===== src/adc_ctrl_defs.vh =====
// constants for the serial converter control block
`ifndef ADC_CTRL_DEFS_VH
`define ADC_CTRL_DEFS_VH

// widths
`define ADC_RES_BITS      10
`define ADC_ADDR_BITS     4

// channel map: codes 0..10 are external inputs, code 11 and up the self-test level
`define ADC_CHAN_COUNT    12
`define ADC_SELFTEST_ADDR 4'hb

// frame timing in link-clock edges
`define ADC_ADDR_EDGES    3'h4
`define ADC_OUT_SHIFTS    4'h9
`define ADC_START_EDGE    4'ha

// timing in system-clock cycles
`define ADC_GUARD_CYCLES  2'h3
`define ADC_CONV_CYCLES   6'h2c
`define ADC_STEP_CYCLES   4

// reset values and the first trial code loaded at conversion start
`define ADC_RESULT_RST    10'h000
`define ADC_ADDR_RST      4'h0
`define ADC_TRIAL_FIRST   10'h200

`endif


===== src/sync_2ff.v =====
// two-flop synchroniser for one pin input
`timescale 1ns/1ns
`default_nettype none

module sync_2ff #(
  parameter RST_VAL = 1'b0
) (
  input  wire clk,
  input  wire rst,
  input  wire asyncIn,
  output reg  syncOut
);

  reg meta_r;

  // first stage feeds only the second stage
  always @(posedge clk or posedge rst) begin
    if (rst) begin
      meta_r  <= RST_VAL;
      syncOut <= RST_VAL;
    end else begin
      meta_r  <= asyncIn;
      syncOut <= meta_r;
    end
  end

endmodule // sync_2ff

`default_nettype wire


===== src/serial_adc_channel_control.v =====
// serial link, channel select and successive-approximation sequencing
// Notes on behaviour
// - result is 10 bits by successive approximation
// - twelve channels: eleven inputs plus self-test
// - tenth falling link edge starts the conversion
// - conversion lasts 44 system clock periods
// - select low puts result MSB out at once
// - nine more bits out on falling edges
// - control inputs ignored three cycles after select
// - old result out while new address in
// - address bit sampled on rising link edge
// - over-range gives all ones, under-range zeros
`timescale 1ns/1ns
`default_nettype none
`include "adc_ctrl_defs.vh"

module serial_adc_channel_control (
  input  wire                        clk,
  input  wire                        rst,
  input  wire                        selectN,
  input  wire                        linkClk,
  input  wire                        addrIn,
  input  wire                        cmpHigh,
  output reg                         dataOut,
  output reg                         dataOeN,
  output reg  [`ADC_ADDR_BITS-1:0]   muxSel,
  output reg                         selfTestSel,
  output reg                         sampleEn,
  output reg  [`ADC_RES_BITS-1:0]    trialCode,
  output reg                         convBusy
);

  // frame states
  localparam [3:0] ST_IDLE   = 4'b0001;
  localparam [3:0] ST_GUARD  = 4'b0010;
  localparam [3:0] ST_ACTIVE = 4'b0100;
  localparam [3:0] ST_DONE   = 4'b1000;

  wire                       selS;
  wire                       clkS;
  wire                       addrS;
  reg                        selD_r;
  reg                        clkD_r;
  reg  [3:0]                 state_r;
  reg  [1:0]                 guardCnt_r;
  reg  [3:0]                 fallCnt_r;
  reg  [2:0]                 riseCnt_r;
  reg  [`ADC_ADDR_BITS-1:0]  addrShift_r;
  reg  [`ADC_ADDR_BITS-1:0]  addrLatch_r;
  reg  [`ADC_RES_BITS-1:0]   outShift_r;
  reg  [`ADC_RES_BITS-1:0]   result_r;
  reg  [`ADC_RES_BITS-1:0]   sarMask_r;
  reg  [5:0]                 convCnt_r;
  reg                        startConv_r;
  wire                       selFall;
  wire                       selRise;
  wire                       linkRise;
  wire                       linkFall;
  wire                       stepTick;
  wire [`ADC_ADDR_BITS-1:0]  addrNew;

  // select, link clock and address each cross two flops before any logic reads them
  sync_2ff #(.RST_VAL(1'b1)) u_syncSel (
    .clk     (clk),
    .rst     (rst),
    .asyncIn (selectN),
    .syncOut (selS)
  );

  sync_2ff #(.RST_VAL(1'b0)) u_syncClk (
    .clk     (clk),
    .rst     (rst),
    .asyncIn (linkClk),
    .syncOut (clkS)
  );

  sync_2ff #(.RST_VAL(1'b0)) u_syncAddr (
    .clk     (clk),
    .rst     (rst),
    .asyncIn (addrIn),
    .syncOut (addrS)
  );

  // edge history of the synchronised pins
  always @(posedge clk or posedge rst) begin
    if (rst) begin
      selD_r <= 1'b1;
      clkD_r <= 1'b0;
    end else begin
      selD_r <= selS;
      clkD_r <= clkS;
    end
  end

  assign selFall  = selD_r & ~selS;
  assign selRise  = ~selD_r & selS;
  assign linkRise = ~clkD_r & clkS;
  assign linkFall = clkD_r & ~clkS;
  assign addrNew  = {addrShift_r[`ADC_ADDR_BITS-2:0], addrS};

  // frame sequencer: guard, shift, then wait for select to rise
  always @(posedge clk or posedge rst) begin
    if (rst) begin
      state_r     <= ST_IDLE;
      guardCnt_r  <= 2'h0;
      fallCnt_r   <= 4'h0;
      riseCnt_r   <= 3'h0;
      addrShift_r <= `ADC_ADDR_RST;
      addrLatch_r <= `ADC_ADDR_RST;
      outShift_r  <= `ADC_RESULT_RST;
      dataOut     <= 1'b0;
      dataOeN     <= 1'b1;
      startConv_r <= 1'b0;
    end else begin
      startConv_r <= 1'b0;
      case (state_r)
        ST_IDLE: begin
          dataOeN <= 1'b1;
          if (selFall) begin
            state_r    <= ST_GUARD;
            guardCnt_r <= 2'h0;
            fallCnt_r  <= 4'h0;
            riseCnt_r  <= 3'h0;
            outShift_r <= result_r;
            dataOut    <= result_r[`ADC_RES_BITS-1];
            dataOeN    <= 1'b0;
          end
        end
        ST_GUARD: begin
          if (selRise) begin
            state_r <= ST_IDLE;
            dataOeN <= 1'b1;
          end else if (guardCnt_r == `ADC_GUARD_CYCLES - 2'h1) begin
            state_r <= ST_ACTIVE;
          end else begin
            guardCnt_r <= guardCnt_r + 2'h1;
          end
        end
        ST_ACTIVE: begin
          if (selRise) begin
            state_r <= ST_IDLE;
            dataOeN <= 1'b1;
          end else begin
            if (linkRise && riseCnt_r < `ADC_ADDR_EDGES) begin
              addrShift_r <= addrNew;
              riseCnt_r   <= riseCnt_r + 3'h1;
              if (riseCnt_r == `ADC_ADDR_EDGES - 3'h1)
                addrLatch_r <= addrNew;
            end
            if (linkFall) begin
              fallCnt_r  <= fallCnt_r + 4'h1;
              dataOut    <= outShift_r[`ADC_RES_BITS-2];
              outShift_r <= {outShift_r[`ADC_RES_BITS-2:0], 1'b0};
              if (fallCnt_r == `ADC_START_EDGE - 4'h1) begin
                startConv_r <= 1'b1;
                state_r     <= ST_DONE;
              end
            end
          end
        end
        ST_DONE: begin
          if (selRise) begin
            state_r <= ST_IDLE;
            dataOeN <= 1'b1;
          end
        end
        default: begin
          state_r <= ST_IDLE;
          dataOeN <= 1'b1;
        end
      endcase
    end
  end

  always @(posedge clk or posedge rst) begin
    if (rst) begin
      muxSel      <= `ADC_ADDR_RST;
      selfTestSel <= 1'b0;
      sampleEn    <= 1'b0;
    end else begin
      muxSel      <= addrLatch_r;
      // codes past the last external input fall back to self-test
      selfTestSel <= (addrLatch_r >= `ADC_SELFTEST_ADDR);
      // track the input from the address latch until the hold at start
      if (startConv_r && !convBusy)
        sampleEn <= 1'b0;
      else if (state_r == ST_ACTIVE && riseCnt_r == `ADC_ADDR_EDGES)
        sampleEn <= 1'b1;
    end
  end

  // one approximation step every few cycles, last one well before the end
  assign stepTick = convBusy &&
                    (convCnt_r[1:0] == 2'h3) &&
                    (sarMask_r != {`ADC_RES_BITS{1'b0}});

  always @(posedge clk or posedge rst) begin
    if (rst) begin
      convBusy  <= 1'b0;
      convCnt_r <= 6'h00;
      sarMask_r <= {`ADC_RES_BITS{1'b0}};
      trialCode <= `ADC_RESULT_RST;
      result_r  <= `ADC_RESULT_RST;
    end else if (!convBusy) begin
      // a start during a running conversion cannot happen here: busy gates it
      if (startConv_r) begin
        convBusy  <= 1'b1;
        convCnt_r <= 6'h00;
        sarMask_r <= `ADC_TRIAL_FIRST;
        trialCode <= `ADC_TRIAL_FIRST;
      end
    end else begin
      convCnt_r <= convCnt_r + 6'h01;
      if (stepTick) begin
        trialCode <= (cmpHigh ? trialCode : (trialCode & ~sarMask_r)) |
                     (sarMask_r >> 1);
        sarMask_r <= sarMask_r >> 1;
      end
      if (convCnt_r == `ADC_CONV_CYCLES - 6'h01) begin
        convBusy <= 1'b0;
        result_r <= trialCode;
      end
    end
  end

endmodule // serial_adc_channel_control

`default_nettype wire


===== config.mk =====
export PLATFORM = sky130hd
export DESIGN_NAME = serial_adc_channel_control
export DESIGN_NICKNAME = d
export VERILOG_FILES = /design/src/sync_2ff.v /design/src/serial_adc_channel_control.v
export VERILOG_INCLUDE_DIRS = /design/src /design/src/src
export SDC_FILE = /design/constraint.sdc
export NUM_CORES = 1
export LEC_CHECK = 0
export ABC_AREA = 0
export BUFFER_PORTS_ARGS = -buffer_cell sky130_fd_sc_hd__buf_2
export CORE_ASPECT_RATIO = 0.5
export CORE_UTILIZATION = 45
export CTS_CLUSTER_SIZE = 24
export DETAILED_ROUTE_END_ITERATION = 7
export PLACE_DENSITY_LB_ADDON = 0.3
export SLEW_MARGIN = 30
export SYNTH_ARGS = -nofsm -noshare
export SYNTH_HDL_FRONTEND = slang
export SYNTH_SLANG_ARGS = --single-unit

===== constraint.sdc =====
create_clock -name clk -period 4 [get_ports clk]
set_clock_uncertainty 0.15 [all_clocks]
set_input_delay 0.8 -clock clk [delete_from_list [all_inputs] [get_ports clk]]
set_output_delay 0.8 -clock clk [all_outputs]
set_load 0.02 [all_outputs]

Word-level counts from Yosys, hierarchy flattened
Cells that the tools add are included.
{"block": "classes", "addsub": 4, "order_cmp": 2, "eq_ne": 22, "n_mux": 48, "bitwise": 12, "reduce_logical": 20}
{"operator": "$mux W10", "n": 6}
{"operator": "$mux W4", "n": 10}
{"operator": "$mux W9", "n": 3}
{"operator": "$pmux W9 S2", "n": 1}
{"operator": "$pmux W4 S4", "n": 1}
{"operator": "$reduce_and A4 Y1", "n": 4}
{"operator": "$mux W1", "n": 14}
{"operator": "$ne A2 B2 Y1 const B", "n": 7}
{"operator": "$mux W6", "n": 2}
{"operator": "$and A10 B10 Y10", "n": 1}
{"operator": "$not A10 Y10", "n": 1}
{"operator": "$or A10 B9 Y10", "n": 1}
{"operator": "$reduce_bool A10 Y1", "n": 1}
{"operator": "$mux W3", "n": 3}
{"operator": "$ne A3 B3 Y1 const B", "n": 3}
{"operator": "$eq A4 B4 Y1 const B", "n": 2}
{"operator": "$pmux W4 S2", "n": 1}
{"operator": "$reduce_bool A2 Y1", "n": 4}
{"operator": "$add A6 B1 Y6 const B", "n": 1}
{"operator": "$eq A6 B6 Y1 const B", "n": 1}
{"operator": "$mux W2", "n": 3}
{"operator": "$pmux W3 S2", "n": 1}
{"operator": "$logic_and A1 B1 Y1", "n": 5}
{"operator": "$not A1 Y1", "n": 5}
{"operator": "other kinds (20)", "n": 27}
{"block": "totals", "ff_bits": 83, "input_bits": 6, "out_inout_bits": 19, "wordCells": 134}

Logic depth before layout (Yosys ltp)
{"block": "logic_depth", "depth_word": 6, "ltp_mapped": 6, "ltp_nobuf": 5}

Modules after synthesis
From an unflattened synthesis, not the netlist that was laid out.
{"block": "hier_totals", "hier_cells": 298, "area_unflattened_um2": 3535.9}
{"mod": "serial_adc_channel_control", "instances": 1, "cells_per_inst": 289, "area_each_um2": 3372.0, "seq_area_each_um2": 1930.6}
{"mod": "sync_2ff (u_syncAddr ...)", "instances": 2, "cells_per_inst": 3, "area_each_um2": 53.8, "seq_area_each_um2": 50.0}
{"mod": "sync_2ff (u_syncSel)", "instances": 1, "cells_per_inst": 3, "area_each_um2": 56.3, "seq_area_each_um2": 52.6}

Least setup slack after synthesis
OpenSTA, ideal clock, no wires.
{"block": "synth_timing", "kind": "register -> register", "from": "register u_syncSel.syncOut", "to": "register dataOut", "setup_ns": 0.125, "arrival_ns": 1.585, "required_ns": 3.725, "slack_ns": 2.140, "path_stages_with_launch": 6, "path_buffers": 1, "synth_period_minus_slack_ns": 1.860, "cell_sequence": "dfstp_2 > and4bb_2 > a41o_1 > nand2_1 > buf_4 > mux2_2"}
{"block": "synth_between", "elab_chain_len": 4, "elab_cells_between_ends": 6, "cone_classes": "eq/ne: 2; bitwise: 3; reduce/logical: 1"}
{"element": "from (decl)", "line_no": "sync_2ff.v:11", "rtl": "output reg syncOut"}
{"element": "from (signal assigned)", "line_no": "sync_2ff.v:23", "rtl": "syncOut <= meta_r;"}
{"element": "$not A1 Y1", "line_no": "serial_adc_channel_control.v:95", "rtl": "assign selFall = selD_r & ~selS;"}
{"element": "$and A1 B1 Y1", "line_no": "serial_adc_channel_control.v:95"}
{"element": "$ne A2 B2 Y1 (no line)"}
{"element": "$reduce_and A4 Y1 (no line) *"}
{"element": "to (signal assigned)", "line_no": "serial_adc_channel_control.v:125", "rtl": "dataOut <= result_r[`ADC_RES_BITS-1];"}
{"element": "to (signal assigned)", "line_no": "serial_adc_channel_control.v:152", "rtl": "dataOut <= outShift_r[`ADC_RES_BITS-2];"}
{"element": "to (decl)", "line_no": "serial_adc_channel_control.v:24", "rtl": "output reg dataOut,"}
Mark *: on every way between the ends. The rest lies on a longest branch, timed or not.
A chain may end at the register's enable or synchronous reset.

Worst setup path in the final report
{"block": "layout_timing", "from": "register convBusy", "to": "register result_r[9]"}
{"block": "layout_between", "elab_chain_len": 1}
{"element": "from (decl)", "line_no": "serial_adc_channel_control.v:30", "rtl": "output reg convBusy"}
{"element": "from (signal assigned)", "line_no": "serial_adc_channel_control.v:199", "rtl": "convBusy <= 1'b0;"}
{"element": "from (signal assigned)", "line_no": "serial_adc_channel_control.v:207", "rtl": "convBusy <= 1'b1;"}
{"element": "from (signal assigned)", "line_no": "serial_adc_channel_control.v:220", "rtl": "convBusy <= 1'b0;"}
{"element": "$reduce_and A2 Y1 (no line)"}
{"element": "to (signal assigned)", "line_no": "serial_adc_channel_control.v:203", "rtl": "result_r <= `ADC_RESULT_RST;"}
{"element": "to (signal assigned)", "line_no": "serial_adc_channel_control.v:221", "rtl": "result_r <= trialCode;"}
{"element": "to (decl)", "line_no": "serial_adc_channel_control.v:51", "rtl": "reg [`ADC_RES_BITS-1:0] result_r;"}
No other way between the ends.

==> flow_metrics.env <==
export IMPL_required_ps=4060
export IMPL_ys_warn_count=0
export IMPL_finalWirelength_mm=6.822
export IMPL_avgRoutedWirePerCell_microns=14.93
export IMPL_power_uw=1805
export IMPL_syn2layout_area_growth_pct=14.55
export IMPL_maxSlewHeadroom=0.4790
export IMPL_nets=357
export IMPL_synth_top_family_by_area="simple AND/OR/NAND/NOR gates"
export IMPL_ant_nets=0
export IMPL_endpoint_kind="flip-flop"
export IMPL_hp_class="reg -> reg"
export IMPL_post_route_util=0.5504
export IMPL_synth_cells=319
export IMPL_drv_slew=0
export IMPL_clk_pin_slew_ps=60
export IMPL_final_hold_violation_count=0
export IMPL_power_leakage_uw=0.002026
export IMPL_clk_latency_ps=330
export IMPL_post_route_drc_count=0
export IMPL_grt_pass1_vias=2441
export IMPL_floorplan_core_area_sq_mm=0.007570
export IMPL_min_period_over_period=0.6392
export IMPL_yosys_top_cells_area="dfrtp_1, mux2_2, nand2_1, dfstp_2, a22o_1"
export IMPL_io_pin_count=25
export IMPL_crit_type="reg -> reg"
export IMPL_syn_avg_cell_area_sq_um=11.40
export IMPL_drt_first_pass_iters=4
export IMPL_overflow=0
export IMPL_multi_input_area_sq_mm=0.001440
export IMPL_yosysSeqAreaShare=0.5728
export IMPL_setup_viol=0
export IMPL_synth_nets=332
export IMPL_drv_cap=0
export IMPL_htreeDepth=3
export IMPL_grt_setup_unrepaired="false"
export IMPL_antenna_found_initial=0
export IMPL_ys_flop_type="dfrtp_1"
export IMPL_cp_max_fo=24
export IMPL_synthArstFlopShare=1.000
export IMPL_ys_seq_elements=83
export IMPL_portBuffers=24
export IMPL_viasPerCell=5.328
export IMPL_clockBufferDepth=2
export IMPL_holdWs_ps=200.6
export IMPL_grt_start_max_net_pins=38
export IMPL_cts_hold_buf=0
export IMPL_worst_ir_drop_vdd_v=0.0002489
export IMPL_cts_setup_buffers=0
export IMPL_synth_top_area_frac=0.5366
export IMPL_cp_start_kind="flip-flop"
export IMPL_die_w_microns=129.1
export IMPL_diodes=0
export IMPL_fmax_ghz=0.3911
export IMPL_synth_area_leader_cell="dfrtp_1"
export IMPL_die_height_microns=65.57
export IMPL_fillerInstances=629
export IMPL_grt_total_usage=0.1897
export IMPL_crit_arrival_ps=2620
export IMPL_synthMuxAreaShare=0.09047
export IMPL_ys_types=48
export IMPL_tightest_slew_ps=778.2
export IMPL_status="completed"
export IMPL_row_count=22
export IMPL_cts_tree="done"
export IMPL_fin_ws_ps=1443
export IMPL_syn_area_sq_mm=0.003637
export IMPL_regArea_sq_mm=0.002083
export IMPL_place_ws_ps=1481
export IMPL_cts_root_buf="clkbuf_16"
export IMPL_fin_setup_tns_ps=0
export IMPL_cts_sinks=83
export IMPL_first_iter_violations=173
export IMPL_synth_adder_area_share=0.02408
export IMPL_dieArea_sq_mm=0.008468
export IMPL_ctsResizeCount=0
export IMPL_powerDensity_mw_per_mm2=433.1
export IMPL_vias=2435
export IMPL_cts_buffers=9
export IMPL_routabilityCongestion=0.8750
export IMPL_synth_compound_area_share=0.1066
export IMPL_drive_gt1_frac=0.2292
export IMPL_grt_pass1_wl_mm=11.87
export IMPL_synthXorXnorAreaFrac=0.004816
export IMPL_initial_core_util=0.4805
export IMPL_dp_hpwl_mm=4.769
export IMPL_yosys_area_share_simple=0.1699
export IMPL_synth_edff_count=0
export IMPL_fin_crit_ps=2557
## synthesized netlist by cell type (2+ instances only)
library cell and instances:
a21oi_1 6, a22o_1 14, a31oi_1 4, a32oi_1 5, and3_1 4, buf_1 2, buf_2 4, buf_4 2
buf_6 2, clkbuf_1 2, dfrtp_1 78, dfstp_2 5, ha_1 7, inv_1 11, mux2_2 23, mux2_4 4
nand2_1 58, nand2b_1 10, nand3_1 3, nand4_1 3, nor2_1 15, nor2b_1 5, nor3_1 7, nor4_1 3
nor4b_1 2, o21ai_0 14, o22ai_1 2, o2bb2ai_1 4
## area by class of cell
type	count	area share
inverter	11	0.01021
timing repair buffer	26	0.03243
tap	108	0.03243
clock buffer	12	0.06156
clock inverter	4	0.01772
sequential	83	0.5000
multi-input combinational	213	0.3456
## sequential cells by signal, summed over array words and instances, names as in the netlist, 2 cells and up
| register | flops |
|---|---|
| convCnt_r | 6 |
| fallCnt_r | 4 |
| addrShift_r | 3 |
| outShift_r | 9 |
| addrLatch_r | 4 |
| result_r | 10 |
| muxSel | 4 |
| sarMask_r | 10 |
| guardCnt_r | 2 |
| state_r | 4 |
| riseCnt_r | 3 |
| trialCode | 10 |
## routing by layer
layer  track usage  vias to the layer above  wire length (microns)
li1              -                     1192                      -
met1        0.2318                     1202                   3194
met2        0.3179                       37                   3334
met3       0.06922                        4                    237
met4       0.05294                        0                     56
met5             0                        -                      0
## worst max-delay path: stages, from the launching register on
cell and delay, ps:
dfrtp_1 790, and2_1 650, nand2_1 450, mux2_2 390
## report_power, final
part | switching [uW] | internal [uW]
logic | 36.6 | 17.2
registers | 9.56 | 851
clock network | 310 | 580
## layout by cell type, fill, tap and decap left out, types with 2 or more instances in the layout
master,count
a32oi_1,5
a31oi_1,4
o2bb2ai_1,4
buf_2,24
buf_4,2
clkbuf_8,2
dfrtp_1,78
and3_1,4
nand2_1,58
nand4_1,3
mux2_2,23
o21ai_0,14
ha_1,7
inv_1,10
a22o_1,14
o22ai_1,2
nor2b_1,5
nor2_1,15
nor3_1,7
nand3_1,3
bufinv_16,2
clkbuf_16,9
dfstp_2,5
nand2b_1,10
nor4b_1,2
clkinv_2,2
nor4_1,3
mux2_4,4
a21oi_1,6
## final timing paths
path / start / to / slack (ps) / cells after the start
max: convBusy / result_r[9] / 1440 / 3
min: u_syncAddr.meta_r / u_syncAddr.syncOut / 200 / 0
max reg2reg: convBusy / result_r[9] / 1440 / 3
min reg2reg: u_syncAddr.meta_r / u_syncAddr.syncOut / 200 / 0
max in group asynchronous: rst / u_syncSel.syncOut / 2510 / 3
min in group asynchronous: rst / outShift_r[4] / 370 / 2
## cell families (layout without fill, tap and decap cells)
kind of cell,count (synthesis),after routing
muxes,28,28
xor gates and xnor gates,2,2
DFF,83,83
buffers and inverters,23,53
and+or+nand+nor,121,121
adders and majority gates,7,7
AOI/OAI and AO/OA,55,55
## per-stage QoR
step	instances	cell area, sq um
after CTS	457	4167
after floorplan	319	3637
after global placement	441	3836
after detailed placement	441	3836
final	457	4167
after global routing	457	4167
Power figures use the tool's default switching activity.
